==> src/verilog/rcs_pkg.sv <==
// ==========================================================
// register indices, field layout and reset values
package rcs_pkg;

  localparam int unsigned DATA_W = 32;
  localparam int unsigned IDX_W = 4;
  localparam int unsigned COORD_W = 12;
  localparam int unsigned ADDR_W = 24;
  localparam int unsigned COUNT_W = 24;
  localparam int unsigned SLOT_W = 4;
  localparam int unsigned PARAM_W = 8;

  // register indices on the register port, word addressed
  localparam logic [3:0] IDX_CLIP_HORIZONTAL = 4'h0;
  localparam logic [3:0] IDX_CLIP_VERTICAL = 4'h1;
  localparam logic [3:0] IDX_SWAP_PENDING = 4'h2;
  localparam logic [3:0] IDX_OVERLAY_LEFT = 4'h3;
  localparam logic [3:0] IDX_OVERLAY_RIGHT = 4'h4;
  localparam logic [3:0] IDX_SWAP_HISTORY = 4'h5;
  localparam logic [3:0] IDX_TRI_COUNT = 4'h6;
  localparam logic [3:0] IDX_SETUP_CONTROL = 4'h7;

  // implemented bits of each register; everything else is reserved
  localparam logic [31:0] MASK_CLIP = 32'h8fff_0fff;
  localparam logic [31:0] MASK_OVERLAY_LEFT = 32'h80ff_ffff;
  localparam logic [31:0] MASK_OVERLAY_RIGHT = 32'h00ff_ffff;
  localparam logic [31:0] MASK_SETUP = 32'h000f_00ff;
  localparam logic [31:0] MASK_TRI_COUNT = 32'h00ff_ffff;

  // field positions
  localparam int unsigned CLIP_NEAR_LSB = 0;
  localparam int unsigned CLIP_FAR_LSB = 16;
  localparam int unsigned CLIP_FLAG_BIT = 31;
  localparam int unsigned OVL_FIELD_BIT = 31;
  localparam int unsigned SETUP_FAN_BIT = 16;
  localparam int unsigned SETUP_CULL_BIT = 17;
  localparam int unsigned SETUP_SIGN_BIT = 18;
  localparam int unsigned SETUP_PINGPONG_BIT = 19;
  localparam int unsigned NOP_TRI_CLEAR_BIT = 1;

  localparam logic [31:0] RESET_WORD = 32'h0000_0000;
  localparam logic [3:0] SLOT_SATURATE = 4'hf;
  localparam logic [3:0] SLOT_ONE = 4'h1;
  localparam logic [23:0] COUNT_ONE = 24'h00_0001;

endpackage : rcs_pkg

==> src/verilog/rcs_clip_if.sv <==
`timescale 1ns/1ps
// ==========================================================
// clip rectangle settings from the register bank to the checker
interface rcs_clip_if;
  logic [31:0] clipHorizontal;
  logic [31:0] clipVertical;
  logic [31:0] primaryHorizontal;
  logic [31:0] primaryVertical;

  modport bank
  (
    output clipHorizontal,
    output clipVertical,
    output primaryHorizontal,
    output primaryVertical
  );

  modport check
  (
    input clipHorizontal,
    input clipVertical,
    input primaryHorizontal,
    input primaryVertical
  );
endinterface : rcs_clip_if

==> src/verilog/rcs_render_regs.sv <==
`timescale 1ns/1ps
// Function
// secondary clip rectangle is inclusive or exclusive by the mode flag.
// pixels in an excluded region skip both color and aux writes.
// rectangle includes left and top, excludes right and bottom.
// software keeps top below bottom and left below right.
// horizontal clip: right 11:0, left 27:16, enable bit 31.
// vertical clip: top 11:0, bottom 27:16, mode bit 31.
// each direct swap-pending write bumps the pending swap count at once.
// swap-pending writes count only from direct access, not the queue.
// left overlay address 23:0 taken at end of vertical retrace.
// software aligns overlay addresses to 32 or 64 bit boundaries.
// left overlay bit 31 marks even (1) or odd (0) field.
// right overlay address 23:0 for stereo, taken at retrace end.
// each completed swap shifts history bits 27:0 up into 31:4.
// history bits 3:0 take vsyncs since last swap, capped at 0xf.
// 24-bit counter counts processed triangles, not culled ones.
// triangle counter clears at reset and on no-op bit 1 write.
// setup bits 7:0 pick parameter groups; clear bits keep old values.
// setup bit 16 picks strip (0) or fan (1).
// setup bit 17 enables culling, bit 18 picks culling sign.
// setup bit 19 stops alternating strip sign correction.
// reserved bits read zero and ignore writes.
module rcs_render_regs
  import rcs_pkg::*;
(
  input wire logic clk,
  input wire logic reset_n,
  input wire logic regWrite,
  input wire logic regRead,
  input wire logic regQueued,
  input wire logic [3:0] regIndex,
  input wire logic [31:0] regWriteData,
  output logic [31:0] regReadData_reg,
  output logic regReadValid_reg,
  input wire logic nopWrite,
  input wire logic [31:0] nopWriteData,
  output logic swapPendingIncrement_reg,
  input wire logic swapDone,
  input wire logic vsyncPulse,
  input wire logic retraceEnd,
  output logic [23:0] overlayLeftAddr_reg,
  output logic overlayLeftEven_reg,
  output logic [23:0] overlayRightAddr_reg,
  input wire logic triBegin,
  input wire logic triProcessed,
  input wire logic triCulled,
  output logic [7:0] setupParamEnable,
  output logic setupFanMode,
  output logic setupCullEnable,
  output logic setupCullSign,
  input wire logic [31:0] primaryClipHorizontal,
  input wire logic [31:0] primaryClipVertical,
  input wire logic pixValid,
  input wire logic [11:0] pixX,
  input wire logic [11:0] pixY,
  output logic pixColorWrite,
  output logic pixAuxWrite
);

  logic rstMeta_reg;
  logic rstN;
  logic [31:0] clipHorizontal_reg;
  logic [31:0] clipVertical_reg;
  logic [31:0] overlayLeft_reg;
  logic [31:0] overlayRight_reg;
  logic [31:0] swapHistory_reg;
  logic [31:0] swapHistory_next;
  logic [3:0] vsyncCount_reg;
  logic [3:0] vsyncCount_next;
  logic [23:0] triCount_reg;
  logic [31:0] setupControl_reg;
  logic stripParity_reg;
  logic [31:0] readWord;
  logic directWrite;

  rcs_clip_if clipBus ();

  // ==========================================================
  // reset release through two flops
  always_ff @(posedge clk or negedge reset_n)
  begin
    if (!reset_n)
    begin
      rstMeta_reg <= 1'b0;
      rstN <= 1'b0;
    end
    else
    begin
      rstMeta_reg <= 1'b1;
      rstN <= rstMeta_reg;
    end
  end

  // ==========================================================
  // write decode helper
  function automatic logic rcs_hit(input logic wr, input logic [3:0] idx,
                                   input logic [3:0] target);
    rcs_hit = wr && (idx == target);
  endfunction : rcs_hit

  assign directWrite = regWrite && !regQueued;

  // ==========================================================
  // clip registers
  always_ff @(posedge clk or negedge rstN)
  begin
    if (!rstN)
    begin
      clipHorizontal_reg <= RESET_WORD;
      clipVertical_reg <= RESET_WORD;
    end
    else
    begin
      if (rcs_hit(regWrite, regIndex, IDX_CLIP_HORIZONTAL))
      begin
        clipHorizontal_reg <= regWriteData & MASK_CLIP;
      end
      if (rcs_hit(regWrite, regIndex, IDX_CLIP_VERTICAL))
      begin
        clipVertical_reg <= regWriteData & MASK_CLIP;
      end
    end
  end

  assign clipBus.clipHorizontal = clipHorizontal_reg;
  assign clipBus.clipVertical = clipVertical_reg;
  assign clipBus.primaryHorizontal = primaryClipHorizontal;
  assign clipBus.primaryVertical = primaryClipVertical;

  rcs_clip_check i_rcs_clip_check
  (
    .clk(clk),
    .rstN(rstN),
    .clipCfg(clipBus.check),
    .pixValid(pixValid),
    .pixX(pixX),
    .pixY(pixY),
    .pixColorWrite_reg(pixColorWrite),
    .pixAuxWrite_reg(pixAuxWrite)
  );

  // ==========================================================
  // swap pending port, direct access only
  always_ff @(posedge clk or negedge rstN)
  begin
    if (!rstN)
    begin
      swapPendingIncrement_reg <= 1'b0;
    end
    else
    begin
      swapPendingIncrement_reg <= rcs_hit(directWrite, regIndex, IDX_SWAP_PENDING);
    end
  end

  // ==========================================================
  // overlay start registers and retrace-end sampling
  always_ff @(posedge clk or negedge rstN)
  begin
    if (!rstN)
    begin
      overlayLeft_reg <= RESET_WORD;
      overlayRight_reg <= RESET_WORD;
    end
    else
    begin
      if (rcs_hit(regWrite, regIndex, IDX_OVERLAY_LEFT))
      begin
        overlayLeft_reg <= regWriteData & MASK_OVERLAY_LEFT;
      end
      if (rcs_hit(regWrite, regIndex, IDX_OVERLAY_RIGHT))
      begin
        overlayRight_reg <= regWriteData & MASK_OVERLAY_RIGHT;
      end
    end
  end

  always_ff @(posedge clk or negedge rstN)
  begin
    if (!rstN)
    begin
      overlayLeftAddr_reg <= '0;
      overlayLeftEven_reg <= 1'b0;
      overlayRightAddr_reg <= '0;
    end
    else if (retraceEnd)
    begin
      overlayLeftAddr_reg <= overlayLeft_reg[ADDR_W-1:0];
      overlayLeftEven_reg <= overlayLeft_reg[OVL_FIELD_BIT];
      overlayRightAddr_reg <= overlayRight_reg[ADDR_W-1:0];
    end
  end

  // ==========================================================
  // vsync counting and swap history
  always_comb
  begin
    vsyncCount_next = vsyncCount_reg;
    if (vsyncPulse && (vsyncCount_reg != SLOT_SATURATE))
    begin
      vsyncCount_next = vsyncCount_reg + SLOT_ONE;
    end
    swapHistory_next = {swapHistory_reg[DATA_W-SLOT_W-1:0], vsyncCount_next};
  end

  always_ff @(posedge clk or negedge rstN)
  begin
    if (!rstN)
    begin
      vsyncCount_reg <= '0;
      swapHistory_reg <= RESET_WORD;
    end
    else if (swapDone)
    begin
      vsyncCount_reg <= '0;
      swapHistory_reg <= swapHistory_next;
    end
    else
    begin
      vsyncCount_reg <= vsyncCount_next;
    end
  end

  // ==========================================================
  // triangle counter
  always_ff @(posedge clk or negedge rstN)
  begin
    if (!rstN)
    begin
      triCount_reg <= '0;
    end
    else if (nopWrite && nopWriteData[NOP_TRI_CLEAR_BIT])
    begin
      triCount_reg <= '0;
    end
    else if (triProcessed && !triCulled)
    begin
      triCount_reg <= triCount_reg + COUNT_ONE;
    end
  end

  // ==========================================================
  // setup control and strip sign alternation
  always_ff @(posedge clk or negedge rstN)
  begin
    if (!rstN)
    begin
      setupControl_reg <= RESET_WORD;
    end
    else if (rcs_hit(regWrite, regIndex, IDX_SETUP_CONTROL))
    begin
      setupControl_reg <= regWriteData & MASK_SETUP;
    end
  end

  always_ff @(posedge clk or negedge rstN)
  begin
    if (!rstN)
    begin
      stripParity_reg <= 1'b0;
    end
    else if (triBegin)
    begin
      stripParity_reg <= 1'b0;
    end
    else if (triProcessed)
    begin
      stripParity_reg <= !stripParity_reg;
    end
  end

  assign setupParamEnable = setupControl_reg[PARAM_W-1:0];
  assign setupFanMode = setupControl_reg[SETUP_FAN_BIT];
  assign setupCullEnable = setupControl_reg[SETUP_CULL_BIT];
  // odd strip triangles flip the sign unless fan or correction disabled
  assign setupCullSign = setupControl_reg[SETUP_SIGN_BIT] ^ (stripParity_reg
    && !setupControl_reg[SETUP_FAN_BIT] && !setupControl_reg[SETUP_PINGPONG_BIT]);

  // ==========================================================
  // readback
  always_comb
  begin
    case (regIndex)
      IDX_CLIP_HORIZONTAL: readWord = clipHorizontal_reg;
      IDX_CLIP_VERTICAL: readWord = clipVertical_reg;
      IDX_OVERLAY_LEFT: readWord = overlayLeft_reg;
      IDX_OVERLAY_RIGHT: readWord = overlayRight_reg;
      IDX_SWAP_HISTORY: readWord = swapHistory_reg;
      IDX_TRI_COUNT: readWord = {8'h00, triCount_reg} & MASK_TRI_COUNT;
      IDX_SETUP_CONTROL: readWord = setupControl_reg;
      default: readWord = RESET_WORD;
    endcase
  end

  always_ff @(posedge clk or negedge rstN)
  begin
    if (!rstN)
    begin
      regReadData_reg <= RESET_WORD;
      regReadValid_reg <= 1'b0;
    end
    else
    begin
      regReadValid_reg <= regRead;
      if (regRead)
      begin
        regReadData_reg <= readWord;
      end
    end
  end
endmodule : rcs_render_regs

==> src/verilog/rcs_clip_check.sv <==
`timescale 1ns/1ps
// ==========================================================
// per-pixel write gate from the primary and secondary rectangles
module rcs_clip_check
  import rcs_pkg::*;
(
  input wire logic clk,
  input wire logic rstN,
  rcs_clip_if.check clipCfg,
  input wire logic pixValid,
  input wire logic [11:0] pixX,
  input wire logic [11:0] pixY,
  output logic pixColorWrite_reg,
  output logic pixAuxWrite_reg
);

  logic allowNext;
  logic insidePrimary;
  logic insideSecondary;

  // ========================================================
  // rectangle test: near edges included, far edges excluded
  function automatic logic rcs_inside(input logic [31:0] h, input logic [31:0] v,
                                      input logic [11:0] x, input logic [11:0] y);
    logic [11:0] minX;
    logic [11:0] maxX;
    logic [11:0] minY;
    logic [11:0] maxY;
    minX = h[CLIP_FAR_LSB +: COORD_W];
    maxX = h[CLIP_NEAR_LSB +: COORD_W];
    minY = v[CLIP_NEAR_LSB +: COORD_W];
    maxY = v[CLIP_FAR_LSB +: COORD_W];
    rcs_inside = (x >= minX) && (x < maxX) && (y >= minY) && (y < maxY);
  endfunction : rcs_inside

  assign insidePrimary = rcs_inside(clipCfg.primaryHorizontal, clipCfg.primaryVertical, pixX, pixY);
  assign insideSecondary = rcs_inside(clipCfg.clipHorizontal, clipCfg.clipVertical, pixX, pixY);

  always_comb
  begin
    allowNext = pixValid && insidePrimary;
    if (clipCfg.clipHorizontal[CLIP_FLAG_BIT])
    begin
      // mode flag: 0 draws only inside, 1 forbids inside
      if (clipCfg.clipVertical[CLIP_FLAG_BIT])
      begin
        allowNext = allowNext && !insideSecondary;
      end
      else
      begin
        allowNext = allowNext && insideSecondary;
      end
    end
  end

  // ========================================================
  // both buffers share one gate
  always_ff @(posedge clk or negedge rstN)
  begin
    if (!rstN)
    begin
      pixColorWrite_reg <= 1'b0;
      pixAuxWrite_reg <= 1'b0;
    end
    else
    begin
      pixColorWrite_reg <= allowNext;
      pixAuxWrite_reg <= allowNext;
    end
  end
endmodule : rcs_clip_check

==> config.mk <==
export PLATFORM = sky130hd
export DESIGN_NAME = rcs_render_regs
export DESIGN_NICKNAME = d
export VERILOG_FILES = /design/src/verilog/rcs_pkg.sv /design/src/verilog/rcs_clip_if.sv /design/src/verilog/rcs_render_regs.sv /design/src/verilog/rcs_clip_check.sv
export SDC_FILE = /design/constraint.sdc
export NUM_CORES = 1
export LEC_CHECK = 0
export BUFFER_PORTS_ARGS = -buffer_cell sky130_fd_sc_hd__buf_2
export CELL_PAD_IN_SITES_DETAIL_PLACEMENT = 1
export CELL_PAD_IN_SITES_GLOBAL_PLACEMENT = 2
export CORE_MARGIN = 2
export CORE_UTILIZATION = 40
export CTS_BUF_LIST = sky130_fd_sc_hd__clkbuf_8
export DETAILED_ROUTE_END_ITERATION = 8
export GPL_ROUTABILITY_DRIVEN = 0
export PLACE_DENSITY = 0.86
export SYNTH_ARGS = -nofsm -noshare
export SYNTH_HDL_FRONTEND = slang
export SYNTH_SLANG_ARGS = --single-unit
export TNS_END_PERCENT = 20
==> constraint.sdc <==
create_clock -name clk -period 17.4 [get_ports clk]
set_input_delay 1.74 -clock clk [delete_from_list [all_inputs] [get_ports clk]]
set_output_delay 1.74 -clock clk [all_outputs]
set_load 0.05 [all_outputs]
After elaboration in Yosys (flattened, before gate mapping)
Cells that the tools add are included.
Word-level totals
  RAM bits: 0
  word-level logic and storage cells: 76
  bits in registers: 258
  memories: 0
  output and inout bits: 96
  latch bits: 0
  bits in read-only memories: 0
Operators by class
  shift operators: 0
  reductions and logical operators: 30
  equal/unequal tests: 8
  multiply operators: 0
  bitwise operators: 1
  order comparisons: 8
  mux-type cells: 9
  div/mod/pow operators: 0
  add/sub/neg operators: 2
Operators by type and width (count)
  one-hot mux 32 bit (7 select lines): 1
  >= comparator 12 bit: 4
  less-than comparator 12 bit: 4
  two-way mux 24 bit: 2
  adder 24 x 1 -> 24 bit (second input constant): 1
  logical AND 1 bit: 21
  equality test 4 x 3 -> 1 bit (second input constant): 4
  equality test 4 x 2 -> 1 bit (second input constant): 2
  two-way mux 4 bit: 2
  zero test 1 bit: 6
  adder 4 x 1 -> 4 bit (second input constant): 1
  equality test 4 x 1 -> 1 bit (second input constant): 1
  zero test 4 bit: 1
  two-way mux 1 bit: 4
  inequality test 4 bit (second input constant): 1
  nonzero test 2 bit: 2
  bitwise XOR 1 bit: 1

Longest topological paths before layout
  depth after elaboration: 8
  mapped depth: 9

Modules after synthesis
From an unflattened synthesis, not the netlist that was laid out.
Second synthesis, totals
  cell total of the unflattened synthesis: 1155
  area total of the unflattened synthesis: 13389.1 um^2
By module, submodules not included
  rcs_render_regs: cells an instance 840, area each 11071.9 um^2, times used 1, seq. area each 6431.2 um^2
  rcs_clip_check: cells an instance 315, area each 2317.2 um^2, times used 1, seq. area each 25.0 um^2

Worst setup path before layout
Ideal clock, no wire load.
  path type: reg-to-output
  from: reg setupControl_reg[16]
  to: out setupCullSign
  required time: 15.660 ns
  setup slack: 14.048 ns
  cell stages (with the launch flop): 4
  data arrival time: 1.612 ns
  path through: dfrtp_1 > nor2_1 > nand2_1 > xnor2_1
On the way
  cells in the longest elaborated chain, start to end: 4
Ends and longest elaborated chain
  start: declaration: RTL line rcs_render_regs.sv:72  | logic [31:0] setupControl_reg;
  start signal: assignment: RTL line rcs_render_regs.sv:253  | setupControl_reg <= regWriteData & MASK_SETUP;
  zero test 1 bit: RTL line rcs_render_regs.sv:278  | && !setupControl_reg[SETUP_FAN_BIT] && !setupControl_reg[SETUP_PINGPONG_BIT]);
  logical AND 1 bit (2 in series): RTL line rcs_render_regs.sv:278
  bitwise XOR 1 bit: RTL line rcs_render_regs.sv:277  | assign setupCullSign = setupControl_reg[SETUP_SIGN_BIT] ^ (stripParity_reg
  end: declaration: RTL line rcs_render_regs.sv:51  | output logic setupCullSign,
No other way between the ends.

Worst setup path in the final report
Ends and elaborated chain as after synthesis.

==> flow_metrics.tcl <==
set metrics [dict create \
    final_nets 1607 \
    postRouteAntennaNets 0 \
    firstDrtPassIters 6 \
    r2r_setup_slack_ps 14740 \
    vias_per_cell 5.506 \
    synth_cell_types 48 \
    cp_data_arrival_time_ps 1800 \
    ys_warn_count 0 \
    power_per_cell_area_nw_per_um2 120.5 \
    pre_cts_ws_ps 13370 \
    p_leak_nw 7.479 \
    drtIter0Drc 587 \
    finalCritPeriodShare 0.2033 \
    grt.total_usage 0.2361 \
    rsz0062_at_grt "false" \
    totalWireLength_um 39720 \
    drive_gt1_frac 0.3593 \
    cts_tree "built" \
    numPortBuffers 214 \
    postCtsSetupRepairBufs 0 \
    cp-start-kind "flip-flop" \
    antenna_cells 0 \
    cts_buffer_depth 3 \
    finClkSkew_ps 36.82 \
    path_class "reg -> out" \
    syn_to_final_growth_pct 18.29 \
    synth_area_um2 12970 \
    grt_pass1_wl_um 61090 \
    combPwrFrac 0.260 \
    finalSetupTns_ps 0 \
    ctsHoldBuffers 0 \
    netSwitchingPower_w 0.0006564 \
    endpoint_kind "output pin" \
    clk_pin_slew_ps 60 \
    die_w_um 184.1 \
    grt-ovfl-total 0 \
    final_cell_mix "dfrtp_1 (257), buf_2 (214), mux2_2 (189)" \
    grt_max_degree 78 \
    setup_viol_count_final 0 \
    dieArea_um2 33880 \
    numCtsBuffers 44 \
    worst_skew_pair.late_latency_ps 570 \
    tightest_slew_ps 1160 \
    cts_resized 0 \
    ys.flop_type "dfrtp_1" \
    seq_power_share 0.441 \
    yosysTopAreaCell "dfrtp_1" \
    cp_max_fo 4 \
    hold_violations 0 \
    hold_path.class "reg -> reg" \
    synth-seq-cells 258 \
    syn_nets 1389 \
    drv_slew 0 \
    ioPinCount 265 \
    dr_total_vias 9785 \
    fp-row-count 65 \
    syn-instance-count 1126 \
    ir_drop_mv 0.07698 \
    worst_slack_ps 13860 \
    outcome "complete, no violations" \
    max-cap-violations 0 \
    drc 0 \
    antenna_found_initial 1 \
    yosysTopAreaCellShare 0.4977 \
    maxSlewHeadroom 0.2223 \
    power.switching_fraction 0.3551 \
    fmax_ghz 0.2826 \
    cts_root_buf "clkbuf_8" \
    h-tree-depth 2 \
    fin_hold_ws_ps 348.4 \
    core_area_um2 31720 \
    min_period_ps 3538 \
    syn_area_per_cell_um2 11.52 \
    synth_seq_area_share 0.4977 \
    async_flop_share 1.000 \
    clockPowerShare 0.299 \
    power.internal_w 0.001192 \
    hpwl_um 28950 \
    synth_enable_flop_cells 0 \
    synth.area.top_cells "dfrtp_1 (50%), mux2_2 (16%), ha_1 (9.1%), inv_1 (3.7%), a22oi_1 (2.4%)" \
    post_drt_wl_per_cell_um 22.35 \
    die_h_um 184.1 \
    initial_core_util 0.4090 \
    final_common_cell "dfrtp_1" \
    grt_pass1_vias 10590 \
    required_ps 15660 \
    cts_sinks 258 \
]
==> Yosys cell counts, types with 2 or more instances <==
cell type	count
a2111oi_0	2
a211oi_1	5
a21o_1	10
a21oi_1	36
a221oi_1	13
a222oi_1	16
a22o_1	5
a22oi_1	42
a32o_1	2
and3_1	17
and4_1	4
buf_1	7
buf_4	9
clkbuf_1	37
dfrtp_1	258
ha_1	94
inv_1	127
mux2_2	189
mux2i_1	2
nand2_1	40
nand2b_1	9
nand3_1	15
nand4_1	12
nor2_1	46
nor2b_1	6
nor3_1	9
nor3_2	2
nor3b_1	3
nor4_1	3
o2111ai_1	2
o21ai_0	32
o22ai_1	30
or3_1	8
xnor2_1	10
xor2_1	11
==> stage by stage <==
step | util | std cells | instance area, um^2 | power [W]
finish | 0.4837 | 1777 | 15340 | 0.001848
global route | 0.4837 | 1777 | 15340 | 0.001938
CTS | 0.4837 | 1777 | 15340 | 0.001865
detailed placement | 0.4553 | 1700 | 14440 | 0.001307
global placement | 0.4553 | 1700 | 14440 | 0.001284
floorplan | - | 1126 | 12970 | 0.001143
==> worst max-delay path: stages, from the launching register on <==
cell and delay [ps]:
dfrtp_1 410, nor2_1 110, nand2_1 80, xnor2_1 290
buf_2 330
==> metal layers <==
layer / track usage / part of all wire / up-vias
li1: - / - / 4459
met1: 0.3086 / 0.44 / 4964
met2: 0.4071 / 0.49 / 311
met3: 0.03982 / 0.059 / 49
met4: 0.06048 / 0.018 / 2
met5: 0 / 0.00028 / -
==> power by group through the flow <==
stage                     logic (W)  registers, W  clock network [W]
after floorplan            0.000220      0.000923                  0
after global placement     0.000467      0.000817                  0
after detailed placement   0.000484      0.000824                  0
after CTS                  0.000486      0.000814           0.000564
after global routing       0.000520      0.000831           0.000588
final                      0.000481      0.000815           0.000552
==> logic make-up (layout without fill, tap and decap cells) <==
kind of cell,Yosys count,count (layout),share of synthesized area
xor gates and xnor gates,21,21,0.01418
and+or+nand+nor,181,181,0.07109
adders and majority gates,94,94,0.09067
muxes,191,191,0.1656
other,1,1,0.0002891
DFF,258,258,0.4977
buffers and inverters,182,431,0.05595
AOI/OAI and AO/OA,198,198,0.1045
==> final timing paths <==
kind,from,cells past startpoint,endpoint
max reg2reg,rstN$_DFF_PN0_,2,overlayRightAddr_reg[2]$_DFFE_PN0P_
min in group asynchronous,rstN$_DFF_PN0_,0,overlayRight_reg[13]$_DFFE_PN0P_
min reg2reg,rstMeta_reg$_DFF_PN0_,0,rstN$_DFF_PN0_
max in group asynchronous,rstN$_DFF_PN0_,2,overlayRightAddr_reg[2]$_DFFE_PN0P_
max,setupControl_reg[16]$_DFFE_PN0P_,4,setupCullSign
min,rstMeta_reg$_DFF_PN0_,0,rstN$_DFF_PN0_
==> area by class of cell <==
cell class	instances	area (um^2)
sequential	258	6460
fill	3489	16370
tap	402	503.0
clock buffer	59	812.0
clock inverter	18	91.34
multi-input combinational	686	5832
inverter	127	476.7
timing repair buffer	227	1169
Note: power is estimated with default switching activity, not from simulation.
